`src/ocm_map.vh`:
```
// register offsets, field positions and reset values of the compare channel
`ifndef OCM_MAP_VH
`define OCM_MAP_VH
`define OCM_ADR_CTRL1     4'h0
`define OCM_ADR_CTRL2     4'h1
`define OCM_ADR_PRIMARY   4'h2
`define OCM_ADR_SECONDARY 4'h3
`define OCM_ADR_TIMER     4'h4
`define OCM_ADR_STATUS    4'h5
`define OCM_ADR_MASK      4'h6
`define OCM_ADR_PERIOD    4'h7
`define OCM_MODE_MSB      2
`define OCM_MODE_LSB      0
`define OCM_TRIGSEL_BIT   3
`define OCM_ARMED_BIT     6
`define OCM_SRC_MSB       1
`define OCM_SRC_LSB       0
`define OCM_SRC_SEQ_BIT   2
`define OCM_MODE_OFF      3'h0
`define OCM_MODE_SS_HIGH  3'h1
`define OCM_MODE_SS_LOW   3'h2
`define OCM_MODE_TOGGLE   3'h3
`define OCM_MODE_DC_SHOT  3'h4
`define OCM_MODE_DC_CONT  3'h5
`define OCM_MODE_PWM_EDGE 3'h6
`define OCM_MODE_PWM_CTR  3'h7
`define OCM_ST_PRI        0
`define OCM_ST_SEC        1
`define OCM_ST_WRAP       2
`define OCM_ZERO16        16'h0000
`define OCM_ONE16         16'h0001
`define OCM_PERIOD_RST    16'hffff
`define OCM_ZERO32        32'h0000_0000
`endif

```
`src/ocm_channel.v`:
```
// one output compare channel with a classic wishbone register slave
// What this block does
// - mode in ctrl1 bits 2:0, trigger select bit 3
// - select set: secondary match or software clears armed
// - select clear: only software clears armed flag
// - mode 111: high on primary, low on secondary
// - mode 110: high at zero, low on primary
// - mode 101: start low, toggle on alternate matches
// - mode 100: start low, one pulse only
// - mode 011: toggle on every primary match
// - mode 010: start high, low on primary
// - mode 001: start low, high on primary
// - mode 000: channel off, matches ignored
// - compare values double-buffered only in pwm modes
// - one sequencer trigger output clocks each channel
//
// The register addresses and the Wishbone slave port are this design's own decisions.
`timescale 1ns/1ps
`default_nettype none
`include "ocm_map.vh"
module ocm_channel (
    // clock, reset and enable
    input  wire        clk,          // 250 MHz clock
    input  wire        rst_n,        // synchronous reset, active low
    input  wire        ce,           // clock enable, freezes all state when low
    // classic wishbone register slave
    input  wire        wb_cyc_i,     // wishbone cycle
    input  wire        wb_stb_i,     // wishbone strobe
    input  wire        wb_we_i,      // wishbone write enable
    input  wire [5:2]  wb_adr_i,     // wishbone word address
    input  wire [3:0]  wb_sel_i,     // wishbone byte selects
    input  wire [31:0] wb_dat_i,     // wishbone write data
    output reg  [31:0] wb_dat_o,     // wishbone read data
    output reg         wb_ack_o,     // wishbone acknowledge
    // timer step sources and channel outputs
    input  wire [3:0]  seq_trig,     // sequencer trigger outputs four to seven, pins
    input  wire        sys_tick,     // peripheral clock step, same domain
    output reg         compare_output_pin, // compare output
    output reg         irq           // level interrupt
);
    // control fields, compare values and their active copies
    reg  [2:0]  compare_mode_sel;
    reg         trigger_clear_select;
    reg         trigger_armed_flag;
    reg  [1:0]  src_sel_reg;
    reg         src_seq_reg;
    reg  [15:0] compare_primary_value;
    reg  [15:0] compare_secondary_value;
    reg  [15:0] pri_act_reg;
    reg  [15:0] sec_act_reg;
    reg  [15:0] compare_timer_count;
    reg  [15:0] period_reg;
    reg  [2:0]  status_reg;
    reg  [2:0]  mask_reg;
    reg         shot_done_reg;
    reg         phase_reg;

    // trigger synchroniser stages
    reg  [3:0]  trig_s1;
    reg  [3:0]  trig_s2;
    reg  [3:0]  trig_s3;
    reg  [3:0]  trig_stable;
    reg         trig_prev;

    // next values of the output state
    reg         pin_next;
    reg         shot_next;
    reg         phase_next;
    reg  [31:0] rd_mux;

    // bus decode; the registered ack blocks a second take of one request
    wire bus_req  = wb_cyc_i & wb_stb_i & ~wb_ack_o;
    wire wr_req   = bus_req & wb_we_i & wb_sel_i[0];
    wire wr_hi    = bus_req & wb_we_i & wb_sel_i[1];
    wire pwm_mode = compare_mode_sel[2] & compare_mode_sel[1];
    wire off_mode = (compare_mode_sel == `OCM_MODE_OFF);
    wire wr_ctrl1 = wr_req & (wb_adr_i == `OCM_ADR_CTRL1);
    wire wr_ctrl2 = wr_req & (wb_adr_i == `OCM_ADR_CTRL2);

    // one write strobe per register lane
    wire wr_pri_lo = wr_req & (wb_adr_i == `OCM_ADR_PRIMARY);
    wire wr_pri_hi = wr_hi & (wb_adr_i == `OCM_ADR_PRIMARY);
    wire wr_sec_lo = wr_req & (wb_adr_i == `OCM_ADR_SECONDARY);
    wire wr_sec_hi = wr_hi & (wb_adr_i == `OCM_ADR_SECONDARY);
    wire wr_per_lo = wr_req & (wb_adr_i == `OCM_ADR_PERIOD);
    wire wr_per_hi = wr_hi & (wb_adr_i == `OCM_ADR_PERIOD);
    wire wr_mask   = wr_req & (wb_adr_i == `OCM_ADR_MASK);
    wire wr_stat   = wr_req & (wb_adr_i == `OCM_ADR_STATUS);

    // selected sequencer trigger as a level, rising edge is a timer step
    wire trig_sel = trig_stable[src_sel_reg];
    wire trig_rise = trig_sel & ~trig_prev;
    wire step     = src_seq_reg ? trig_rise : sys_tick;
    wire wrap     = step & (compare_timer_count == period_reg);
    wire m_pri    = step & (compare_timer_count == pri_act_reg);
    wire m_sec    = step & (compare_timer_count == sec_act_reg);
    wire m_zero   = step & (compare_timer_count == `OCM_ZERO16);

    // events of this step; the channel raises none while it is off
    wire [2:0] st_set    = off_mode ? 3'h0 : {wrap, m_sec, m_pri};
    wire [2:0] st_clr    = wr_stat ? wb_dat_i[2:0] : 3'h0;
    // pwm modes take new compare values only at the period wrap
    wire       load_act  = !pwm_mode || wrap || off_mode;
    // start level that a mode write reloads
    wire       start_lvl = (wb_dat_i[`OCM_MODE_MSB:`OCM_MODE_LSB] == `OCM_MODE_SS_LOW);

    // triple synchroniser, change taken when stages two and three agree
    always @(posedge clk) begin
        if (!rst_n) begin
            trig_s1     <= 4'h0;
            trig_s2     <= 4'h0;
            trig_s3     <= 4'h0;
            trig_stable <= 4'h0;
        end else if (ce) begin
            trig_s1     <= seq_trig;
            trig_s2     <= trig_s1;
            trig_s3     <= trig_s2;
            // agreement of stages two and three filters a one-cycle glitch
            trig_stable <= (trig_s2 & trig_s3) | (trig_stable & (trig_s2 | trig_s3));
        end
    end

    // last level of the selected trigger, for its rising edge
    always @(posedge clk) begin
        if (!rst_n) begin
            trig_prev <= 1'b0;
        end else if (ce) begin
            trig_prev <= trig_sel;
        end
    end

    // output and one-shot state per mode
    always @* begin
        pin_next   = compare_output_pin;
        shot_next  = shot_done_reg;
        phase_next = phase_reg;
        case (compare_mode_sel)
            `OCM_MODE_OFF: begin
                pin_next = 1'b0;
            end
            `OCM_MODE_SS_HIGH: begin
                if (m_pri) begin
                    pin_next = 1'b1;
                end
            end
            `OCM_MODE_SS_LOW: begin
                if (m_pri) begin
                    pin_next = 1'b0;
                end
            end
            `OCM_MODE_TOGGLE: begin
                if (m_pri) begin
                    pin_next = ~compare_output_pin;
                end
            end
            `OCM_MODE_DC_SHOT: begin
                if (!shot_done_reg && !phase_reg && m_pri) begin
                    pin_next   = 1'b1;
                    phase_next = 1'b1;
                end else if (!shot_done_reg && phase_reg && m_sec) begin
                    pin_next   = 1'b0;
                    phase_next = 1'b0;
                    shot_next  = 1'b1;
                end
            end
            `OCM_MODE_DC_CONT: begin
                if (!phase_reg && m_pri) begin
                    pin_next   = ~compare_output_pin;
                    phase_next = 1'b1;
                end else if (phase_reg && m_sec) begin
                    pin_next   = ~compare_output_pin;
                    phase_next = 1'b0;
                end
            end
            `OCM_MODE_PWM_EDGE: begin
                if (m_pri) begin
                    pin_next = 1'b0;
                end else if (m_zero) begin
                    pin_next = 1'b1;
                end
            end
            `OCM_MODE_PWM_CTR: begin
                if (m_sec) begin
                    pin_next = 1'b0;
                end else if (m_pri) begin
                    pin_next = 1'b1;
                end
            end
            default: begin
                pin_next = 1'b0;
            end
        endcase
    end

    // a mode write reloads the initial pin level and the one-shot state
    always @(posedge clk) begin
        if (!rst_n) begin
            compare_output_pin <= 1'b0;
            shot_done_reg      <= 1'b0;
            phase_reg          <= 1'b0;
        end else if (ce) begin
            if (wr_ctrl1) begin
                compare_output_pin <= start_lvl;
                shot_done_reg      <= 1'b0;
                phase_reg          <= 1'b0;
            end else begin
                compare_output_pin <= pin_next;
                shot_done_reg      <= shot_next;
                phase_reg          <= phase_next;
            end
        end
    end

    // timer, compare values and their active copies
    // the timer moves only on a step and wraps at the period; off mode holds it at zero
    always @(posedge clk) begin
        if (!rst_n) begin
            compare_timer_count <= `OCM_ZERO16;
            pri_act_reg         <= `OCM_ZERO16;
            sec_act_reg         <= `OCM_ZERO16;
        end else if (ce) begin
            if (off_mode) begin
                compare_timer_count <= `OCM_ZERO16;
            end else if (wrap) begin
                compare_timer_count <= `OCM_ZERO16;
            end else if (step) begin
                compare_timer_count <= compare_timer_count + `OCM_ONE16;
            end
            if (load_act) begin
                pri_act_reg <= compare_primary_value;
                sec_act_reg <= compare_secondary_value;
            end
        end
    end

    // register file
    always @(posedge clk) begin
        if (!rst_n) begin
            compare_mode_sel        <= `OCM_MODE_OFF;
            trigger_clear_select    <= 1'b0;
            trigger_armed_flag      <= 1'b0;
            src_sel_reg             <= 2'h0;
            src_seq_reg             <= 1'b0;
            compare_primary_value   <= `OCM_ZERO16;
            compare_secondary_value <= `OCM_ZERO16;
            period_reg              <= `OCM_PERIOD_RST;
            status_reg              <= 3'h0;
            mask_reg                <= 3'h0;
        end else if (ce) begin
            if (wr_ctrl1) begin
                compare_mode_sel     <= wb_dat_i[`OCM_MODE_MSB:`OCM_MODE_LSB];
                trigger_clear_select <= wb_dat_i[`OCM_TRIGSEL_BIT];
            end
            if (wr_ctrl2) begin
                src_sel_reg <= wb_dat_i[`OCM_SRC_MSB:`OCM_SRC_LSB];
                src_seq_reg <= wb_dat_i[`OCM_SRC_SEQ_BIT];
            end
            // software writes the flag; secondary match may clear it
            if (wr_ctrl2) begin
                trigger_armed_flag <= wb_dat_i[`OCM_ARMED_BIT];
            end else if (trigger_clear_select && m_sec && !off_mode) begin
                trigger_armed_flag <= 1'b0;
            end
            // compare values and period, each lane on its own
            if (wr_pri_lo) begin
                compare_primary_value[7:0] <= wb_dat_i[7:0];
            end
            if (wr_pri_hi) begin
                compare_primary_value[15:8] <= wb_dat_i[15:8];
            end
            if (wr_sec_lo) begin
                compare_secondary_value[7:0] <= wb_dat_i[7:0];
            end
            if (wr_sec_hi) begin
                compare_secondary_value[15:8] <= wb_dat_i[15:8];
            end
            if (wr_per_lo) begin
                period_reg[7:0] <= wb_dat_i[7:0];
            end
            if (wr_per_hi) begin
                period_reg[15:8] <= wb_dat_i[15:8];
            end
            // mask and status
            if (wr_mask) begin
                mask_reg <= wb_dat_i[2:0];
            end
            // set wins over write-one-to-clear
            status_reg <= (status_reg & ~st_clr) | st_set;
        end
    end

    always @* begin
        rd_mux = `OCM_ZERO32;
        case (wb_adr_i)
            `OCM_ADR_CTRL1: begin
                rd_mux[3:0] = {trigger_clear_select, compare_mode_sel};
            end
            `OCM_ADR_CTRL2: begin
                rd_mux[6:0] = {trigger_armed_flag, 3'h0, src_seq_reg,
                               src_sel_reg};
            end
            `OCM_ADR_PRIMARY: begin
                rd_mux[15:0] = compare_primary_value;
            end
            `OCM_ADR_SECONDARY: begin
                rd_mux[15:0] = compare_secondary_value;
            end
            `OCM_ADR_TIMER: begin
                rd_mux[15:0] = compare_timer_count;
            end
            `OCM_ADR_STATUS: begin
                rd_mux[3:0] = {compare_output_pin, status_reg};
            end
            `OCM_ADR_MASK: begin
                rd_mux[2:0] = mask_reg;
            end
            `OCM_ADR_PERIOD: begin
                rd_mux[15:0] = period_reg;
            end
            default:            rd_mux = `OCM_ZERO32;
        endcase
    end

    always @(posedge clk) begin
        if (!rst_n) begin
            wb_ack_o <= 1'b0;
            wb_dat_o <= `OCM_ZERO32;
        end else if (ce) begin
            // ack one cycle after the take, read data only beside it
            wb_ack_o <= bus_req;
            wb_dat_o <= bus_req ? rd_mux : `OCM_ZERO32;
        end
    end

    // level interrupt from unmasked sticky status bits
    always @(posedge clk) begin
        if (!rst_n) begin
            irq <= 1'b0;
        end else if (ce) begin
            irq <= |(status_reg & mask_reg);
        end
    end
endmodule // ocm_channel
`default_nettype wire

```
`config.mk`:
```
export PLATFORM = sky130hd
export DESIGN_NAME = ocm_channel
export DESIGN_NICKNAME = d
export VERILOG_FILES = /design/src/ocm_channel.v
export VERILOG_INCLUDE_DIRS = /design/src /design/src/src
export SDC_FILE = /design/constraint.sdc
export NUM_CORES = 1
export LEC_CHECK = 0
export ABC_AREA = 1
export BUFFER_PORTS_ARGS = -buffer_cell sky130_fd_sc_hd__buf_2
export CORE_MARGIN = 3
export CORE_UTILIZATION = 50
export CTS_CLUSTER_DIAMETER = 120
export DETAILED_ROUTE_END_ITERATION = 8
export GPL_TIMING_DRIVEN = 1
export PLACE_DENSITY = 0.7
export SYNTH_ARGS = -nofsm -noshare
export SYNTH_HDL_FRONTEND = slang
export SYNTH_SLANG_ARGS = --single-unit
export TNS_END_PERCENT = 100
```
`constraint.sdc`:
```
create_clock -name clk -period 2 [get_ports clk]
set_clock_uncertainty 0.1 [all_clocks]
set_input_delay 0.6 -clock clk [delete_from_list [all_inputs] [get_ports clk]]
set_output_delay 0.6 -clock clk [all_outputs]
set_load 0.02 [all_outputs]
```
==> metrics.md, run 1 <==
| Metric | Value |
|---|---|
| Setup crit end | `compare_output_pin$_SDFFE_PN0P_` |
| Sequential Area | `2995 sq um` |
| Worst-path fanout max | `5` |
| Pwr/cell area | `728.9 nW/um^2` |
| Num CTS Buffers | `17` |
| Synth area leaders | `dfxtp_1, nand2_1, o21ai_0` |
| Cell Area, Synth | `7243 sq um` |
| Avg Inst Size Synth | `roughly 7 sq um` |
| Area leader, netlist | `dfxtp_1` |
| DR iter-0 viols | `542` |
| Setup_tns | `0 ns` |
| Tcrit/Tclk final | `between 90% and 100%` |
| Reg2reg end | `compare_output_pin$_SDFFE_PN0P_` |
| Crit path arrival time | `about 2.2 ns` |
| Seq pwr share | `45.0%` |
| Peak VDD IR | `between 500 and 600 uV` |
| Max Cap Viol | `0` |
| Async set-reset flop share out of synthesis | `0%` |
| Unrepaired setup endpoints after global routing | `yes` |
| CTS clk-pin slew, worst paths | `roughly 0.060 ns` |
| Dominant synthesized flop cell | `dfxtp_1` |
| Largest net degree at the start of global routing | `38` |
| Count leader, synth | `nand2_1` |
| YS warnings | `0` |
| Cells after synthesis | `roughly 1000` |
| Final net count | `about 1200` |
| Vias in the first global route | `around 6500` |
| Via count | `7347` |
| Antenna violations before repair | `0` |
| GRT overflow | `0` |
| WL/cell | `around 16 um` |
| Multi-input logic area | `slightly below 4000 sq um` |
| Clk network pwr share | `a little under half` |
| Internal power | `approximately 5.0 mW` |
| Count of final hold-check violations | `0` |
| Sw Ratio | `26.08%` |
| Insertion delay to the later sink of the worst-skew pair | `roughly 0.43 ns` |
| Synth top area share | `around two fifths` |
| Register bit total from synthesis | `between 100 and 150` |
| Fillers | `1197` |
| Hold WS | `approximately 0.30 ns` |
| Min-Delay Path Class | `primary input to flip-flop` |
| Gate power share | `under 10%` |
| Reg2reg path depth | `13` |
| CTS tree | `built` |
| Layout cell share with drive strength beyond 1 | `between 20% and 30%` |
| Depth of the CTS H-tree | `4` |
| R2r setup slk | `0.03 ns` |
| Status | `finished, final reports clean` |
| Final setup viols | `0` |
| Die extent in x | `126.4 um` |
| P&R area growth vs syn | `27.72%` |
| Clock sinks | `148` |
| GPL Wtd Cong | `0.9112` |
| Critical path origin | `compare_timer_count[1]$_SDFFE_PN0P_` |
| Synth top cells by count | `nand2_1, dfxtp_1, nor2_1` |
| Max Fclk | `506.7 MHz` |
| Final Critical Period | `approximately 2 ns` |
| Clk Tree Root Cell | `clkbuf_16` |
| Effective utilization at floorplan | `about half` |
| Ports | `86` |
| DRT Pass-1 Iters | `5` |
| Count of port buffers added during placement | `51` |
| Gr usage total | `around a quarter` |
| ANT nets after route | `0` |
| Worst setup path class | `flip-flop to flip-flop` |
| Number of flops mapped to enable cells by yosys | `0` |
| Leak | `between 3 and 4 nW` |
| Antenna cells | `0` |
| Vias/cell | `approximately 5.5` |
| Hold-fix buffers, CTS | `0` |
| # DRC | `0` |
| Setup crit end kind | `flip-flop` |
| Overall routed net length | `~21 mm` |
| DIE AREA | `approximately 16000 sq um` |
| FF-to-FF Start | `compare_timer_count[1]$_SDFFE_PN0P_` |
| Max Slew Vio Count | `0` |
| Max Buffers Root-to-Sink | `2` |
| P_sw | `approximately 1.8 mW` |
| DP Wirelength | `approximately 15 mm` |
| Rows | `43` |
| DIE HEIGHT | `126.4 um` |
| Sequential fraction of the synthesis area | `around 40%` |
| Worst EP required | `2.26 ns` |
| Cell variety after synth | `39` |
| Startpoint types | `flip-flop` |
| Core area | `between 10000 and 15000 sq um` |
| Global-route wire length before repair | `between 30 and 40 mm` |
==> area by class of cell <==
type                    count  share of cell area [%]
clock inverters            14                   1.379
flip-flops and latches    148                   32.38
repair buffers            143                   12.69
multi-input cells         721                   41.90
inverters                 107                   4.477
well taps                 180                   2.434
clock buffers              18                   4.747
==> metal layers <==
| metal | vias up | track usage, % | routed length (um) |
|---|---|---|---|
| met5 | - | 0 | 0 |
| met4 | 0 | 9.274 | 584 |
| met3 | 46 | 5.474 | 1591 |
| met2 | 298 | 37.11 | 9347 |
| met1 | 3392 | 37.57 | 9909 |
| li1 | 3611 | - | - |
==> per-stage QoR <==
stage          total power, mW  setup WS (ns)  util [%]  instances  area, sq um
2_1_floorplan            3.448        0.08301         -       1039         7300
3_3_place_gp             3.624        -0.1463     58.34       1291         8193
3_5_place_dp             3.632        -0.1871     58.34       1291         8193
4_1_cts                  6.669       0.002391     62.51       1323         8777
5_1_grt                  6.960       -0.09207     65.88       1331         9251
6_report                 6.743        0.02642     65.88       1331         9251
==> power by group through the flow <==
stage / sequential, mW / clock (mW) / combinational (mW)
after floorplan: 3.10 / 0 / 0.351
after CTS: 3.04 / 3.09 / 0.538
after global routing: 3.04 / 3.23 / 0.692
final: 3.03 / 3.07 / 0.639
after detailed placement: 3.10 / 0 / 0.531
after global placement: 3.10 / 0 / 0.526
==> worst min path at each step <==
| stage | to | cells past startpoint | slack, ns | from |
|---|---|---|---|---|
| after floorplan | trig_stable[1]$_SDFFE_PN0P_ | 2 | 0.34 | trig_s3[1]$_SDFFE_PN0P_ |
| after global placement | trig_stable[2]$_SDFFE_PN0P_ | 2 | 0.35 | trig_s3[2]$_SDFFE_PN0P_ |
| after detailed placement | trig_stable[1]$_SDFFE_PN0P_ | 2 | 0.35 | trig_s3[1]$_SDFFE_PN0P_ |
| after CTS | trig_s1[0]$_SDFFE_PN0P_ | 3 | 0.30 | seq_trig[0] |
| after global routing | period_reg[9]$_SDFFE_PN1P_ | 3 | 0.32 | wb_dat_i[9] |
| final | trig_s1[0]$_SDFFE_PN0P_ | 3 | 0.30 | seq_trig[0] |
==> worst max-delay path, stage by stage, from the launching register on <==
cell	delay, ns
dfxtp_4	0.37
buf_4	0.16
inv_2	0.07
ha_1	0.18
nand4_1	0.11
nor2_1	0.24
nand2_1	0.10
a21oi_1	0.13
nor2_1	0.07
nor2_2	0.10
nand3_1	0.08
nand2_1	0.06
nand2_1	0.04
nor2_1	0.09
==> cell usage in the layout (no fill, tap or decap), types with 20 or more instances in the layout <==
| cell | count |
|---|---|
| o21ai_0 | 73 |
| dfxtp_1 | 132 |
| nand3_1 | 20 |
| buf_2 | 51 |
| nor2_1 | 107 |
| inv_2 | 27 |
| nand2_1 | 213 |
| buf_4 | 73 |
| clkbuf_16 | 22 |
| inv_1 | 78 |
| a21oi_1 | 84 |
==> cell families (layout without fill, tap and decap cells) <==
| logic type | Yosys count | in the layout | share of synthesized area [%] |
|---|---|---|---|
| adders and majority gates | 2 | 2 | 0.3454 |
| AOI/OAI and AO/OA | 259 | 259 | 20.28 |
| and+or+nand+nor | 423 | 423 | 25.77 |
| buffers and inverters | 170 | 282 | 10.11 |
| DFF | 148 | 148 | 40.91 |
| xor gates and xnor gates | 21 | 21 | 2.539 |
| other | 1 | 16 | 0.05177 |
==> repair_timing <==
| item | 4_1_cts | 5_1_grt |
|---|---|---|
| cloned | 0 | 6 |
| setup buffers | 0 | 2 |
| endpoints found under the setup margin | 20 | 53 |
| pin swaps | 0 | 7 |
| resized for setup | 7 | 117 |
No activity file was read; power rests on OpenSTA's default activity.
==> run 2, diff against run 1 <==
--- a/config.mk
+++ b/config.mk
@@ -6,11 +6,12 @@
 export SDC_FILE = /design/constraint.sdc
 export NUM_CORES = 1
 export LEC_CHECK = 0
-export ABC_AREA = 1
+export ABC_AREA = 0
 export BUFFER_PORTS_ARGS = -buffer_cell sky130_fd_sc_hd__buf_2
 export CORE_MARGIN = 3
 export CORE_UTILIZATION = 50
 export CTS_CLUSTER_DIAMETER = 120
+export CTS_CLUSTER_SIZE = 14
 export DETAILED_ROUTE_END_ITERATION = 8
 export GPL_TIMING_DRIVEN = 1
 export PLACE_DENSITY = 0.7
==> metrics.md, run 2 <==
| Metric | Value |
|---|---|
| Synth top cells by count | `dfxtp_1, nor2b_1, mux2i_1` |
| CTS tree | `built` |
| Tcrit/Tclk final | `120.9% (+22 points)` |
| Startpoint types | `flip-flop` |
| Dominant synthesized flop cell | `dfxtp_1` |
| P&R area growth vs syn | `31.50%` |
| Worst-path fanout max | `6 (+1)` |
| Most frequent cells in the layout | `dfxtp_1, nor2b_1, buf_4` |
| Core area | `14200 sq um (+1.1%)` |
| Unrepaired setup endpoints after global routing | `yes` |
| Area leader, netlist | `dfxtp_1` |
| Antenna cells | `0 (unchanged)` |
| Setup crit end kind | `flip-flop` |
| Pwr/cell area | `726.4 nW/um^2 (-0.34%)` |
| Vias/cell | `5.596 (+1.4%)` |
| Num CTS Buffers | `17 (unchanged)` |
| Worst EP required | `2.22 ns (-0.04 ns)` |
| Crit path arrival time | `2.63 ns (+0.39 ns)` |
| # DRC | `0 (unchanged)` |
| Final Critical Period | `2.418 ns (+0.4441 ns)` |
| Leak | `3.659 nW (-6.7%)` |
| Die extent in x | `127.8 um (+1.2%)` |
| Count of port buffers added during placement | `51 (unchanged)` |
| Cells after synthesis | `793 (-23%)` |
| Effective utilization at floorplan | `52.25% (+0.66 points)` |
| Sequential fraction of the synthesis area | `39.93% (-0.98 points)` |
| Max Cap Viol | `0 (unchanged)` |
| DR iter-0 viols | `477 (-12%)` |
| Setup ws final | `-0.4176 ns (-0.4441 ns)` |
| Via count | `6290 (-14%)` |
| Synth area leaders | `dfxtp_1, mux2i_1, nor2b_1` |
| Met2 GRT Util | `43.16% (+6.0 points)` |
| Layout cell share with drive strength beyond 1 | `31.36% (+5.1 points)` |
| Overall routed net length | `21.21 mm (-1.0%)` |
| YS warnings | `0 (unchanged)` |
| Rows | `43 (unchanged)` |
| GPL Wtd Cong | `0.8803 (-3.4%)` |
| Final setup viols | `51 (+51)` |
| Cell variety after synth | `63 (+62%)` |
| Max Buffers Root-to-Sink | `2 (unchanged)` |
| Hold WS | `0.3164 ns (+0.01520 ns)` |
| Count of final hold-check violations | `0 (unchanged)` |
| Clk Tree Root Cell | `clkbuf_16` |
| Failing checks | `setup timing` |
| Min-Delay Path Class | `primary input to flip-flop` |
| Cell Area, Synth | `7421 sq um (+2.5%)` |
| Status | `finished, violations left` |
| Commonest non-fill, non-tap cell in the layout | `dfxtp_1` |
| Final non-filler cell area | `9758 sq um (+5.5%)` |
| Setup_tns | `-14.14 ns (-14.14 ns)` |
| Count leader, synth | `dfxtp_1` |
| DRT Pass-1 Iters | `5 (unchanged)` |
| DIE HEIGHT | `127.8 um (+1.2%)` |
| Worst setup path class | `flip-flop to flip-flop` |
| Met1 Use GR | `33.36% (-4.2 points)` |
| WL/cell | `18.87 um (+17%)` |
| Met3 global-route usage | `6.083% (+0.61 points)` |
| Vias in the first global route | `6310 (-3.1%)` |
| Ports | `86 (unchanged)` |
| ANT nets after route | `0 (unchanged)` |
| Avg Inst Size Synth | `9.358 sq um (+32%)` |
| Async set-reset flop share out of synthesis | `0% (unchanged)` |
| GR peak layer | `met2` |
| Insertion delay to the later sink of the worst-skew pair | `0.44 ns (about the same)` |
| Depth of the CTS H-tree | `4 (unchanged)` |
| CTS clk-pin slew, worst paths | `0.06 ns (about the same)` |
| Gr usage total | `25.96% (+0.34 points)` |
| Max Fclk | `413.6 MHz (-18%)` |
| DIE AREA | `16340 sq um (+2.3%)` |
| Largest net degree at the start of global routing | `67 (+76%)` |
| Slew headroom | `~65%` |
| Number of flops mapped to enable cells by yosys | `0 (unchanged)` |
| DP Wirelength | `14.40 mm (-3.6%)` |
| Final net count | `984 (-17%)` |
| Register bit total from synthesis | `148 (unchanged)` |
| Global-route wire length before repair | `33.04 mm (about the same)` |
| Overall Power | `7.088 mW (+5.1%)` |
| Clock sinks | `148 (unchanged)` |
| Synth top area share | `39.93% (-0.98 points)` |
| Peak VDD IR | `703.4 uV (+20%)` |
| Fillers | `1064 (-11%)` |
| GRT overflow | `0 (unchanged)` |
| Antenna violations before repair | `0 (unchanged)` |
| Worst slew pin tran | `~0.53 ns` |
| Placed Area | `8568 sq um (+4.6%)` |
| Max Slew Vio Count | `0 (unchanged)` |
run 2: cell types whose count changed after synthesis, sizes merged, moves of 86 or more:
cell,change
nor2b,+109
nor2,-86
nand2,-175
mux2i,+104
o21ai,-91
inv,-96
run 2: cell families after synthesis:
family	synth area share, %
adder cells (fa/ha/maj)	0.3372
XOR/XNOR	7.671
AO/OA/AOI/OAI	10.66
AND/OR/NAND/NOR	19.73
flip-flops	39.93
multiplexers	14.48
other	0.05053
buffers and inverters	7.149
run 2: worst max-delay path, cell delays in order (launching register included):
cell	delay (ns)
dfxtp_2	0.34
mux4_2	0.53
a31o_4	0.28
buf_4	0.14
o21a_4	0.20
and4_4	0.16
buf_6	0.14
nand4_1	0.14
xor2_1	0.22
nor2_1	0.06
run 2: through the flow:
| stage | utilization (%) | std cells | setup slack (ns) |
|---|---|---|---|
| 2_1_floorplan | - | 808 | -0.2043 |
| 3_3_place_gp | 60.32 | 1082 | -0.3069 |
| 3_5_place_dp | 60.32 | 1082 | -0.3546 |
| 4_1_cts | 66.89 | 1122 | -0.2878 |
| 5_1_grt | 68.70 | 1124 | -0.4393 |
| 6_report | 68.70 | 1124 | -0.4176 |
run 2: final timing paths:
path	from	end	slack, ns	depth (start not counted)
worst max-delay path	src_sel_reg[0]$_SDFFE_PN0P_	compare_timer_count[9]$_SDFFE_PN0P_	-0.42	9
worst min-delay path	wb_dat_i[15]	period_reg[15]$_SDFFE_PN1P_	0.32	3
worst max register to register	src_sel_reg[0]$_SDFFE_PN0P_	compare_timer_count[9]$_SDFFE_PN0P_	-0.42	9
worst min register to register	trig_s3[3]$_SDFFE_PN0P_	trig_stable[3]$_SDFFE_PN0P_	0.38	2
run 2: power by group:
group | leakage, nW | total (mW) | internal [mW] | switching, mW
Sequential | 1.20 | 2.97 | 2.96 | 0.00977
Combinational | 2.15 | 0.525 | 0.237 | 0.288
Clock | 0.310 | 3.59 | 2.31 | 1.28
run 2: area by class of cell:
type,count,area (sq um),share of cell area (%)
Sequential cell,148,2983,30.57
Clock buffer,20,466.7,4.783
Tap cell,180,225.2,2.308
Multi-Input combinational cell,575,4412,45.21
Inverter,10,37.54,0.3847
Timing Repair Buffer,179,1433,14.68
Clock inverter,12,201.4,2.064
run 2: metal layers:
metal | vias to the layer above | routed length, um
li1 | 2976 | -
met1 | 3018 | 8944
met2 | 247 | 10420
met3 | 49 | 1200
met4 | 0 | 639
met5 | - | 0
run 2: what timing repair did:
| action | in CTS | in global routing |
|---|---|---|
| hold endpoints to repair | 0 | 0 |
| pin swaps | 18 | 38 |
| endpoints found under the setup margin | 53 | 57 |
| gates resized for setup | 40 | 50 |
| hold buffers | 0 | 0 |
| gates cloned | 3 | 0 |
| buffers inserted | 5 | 3 |
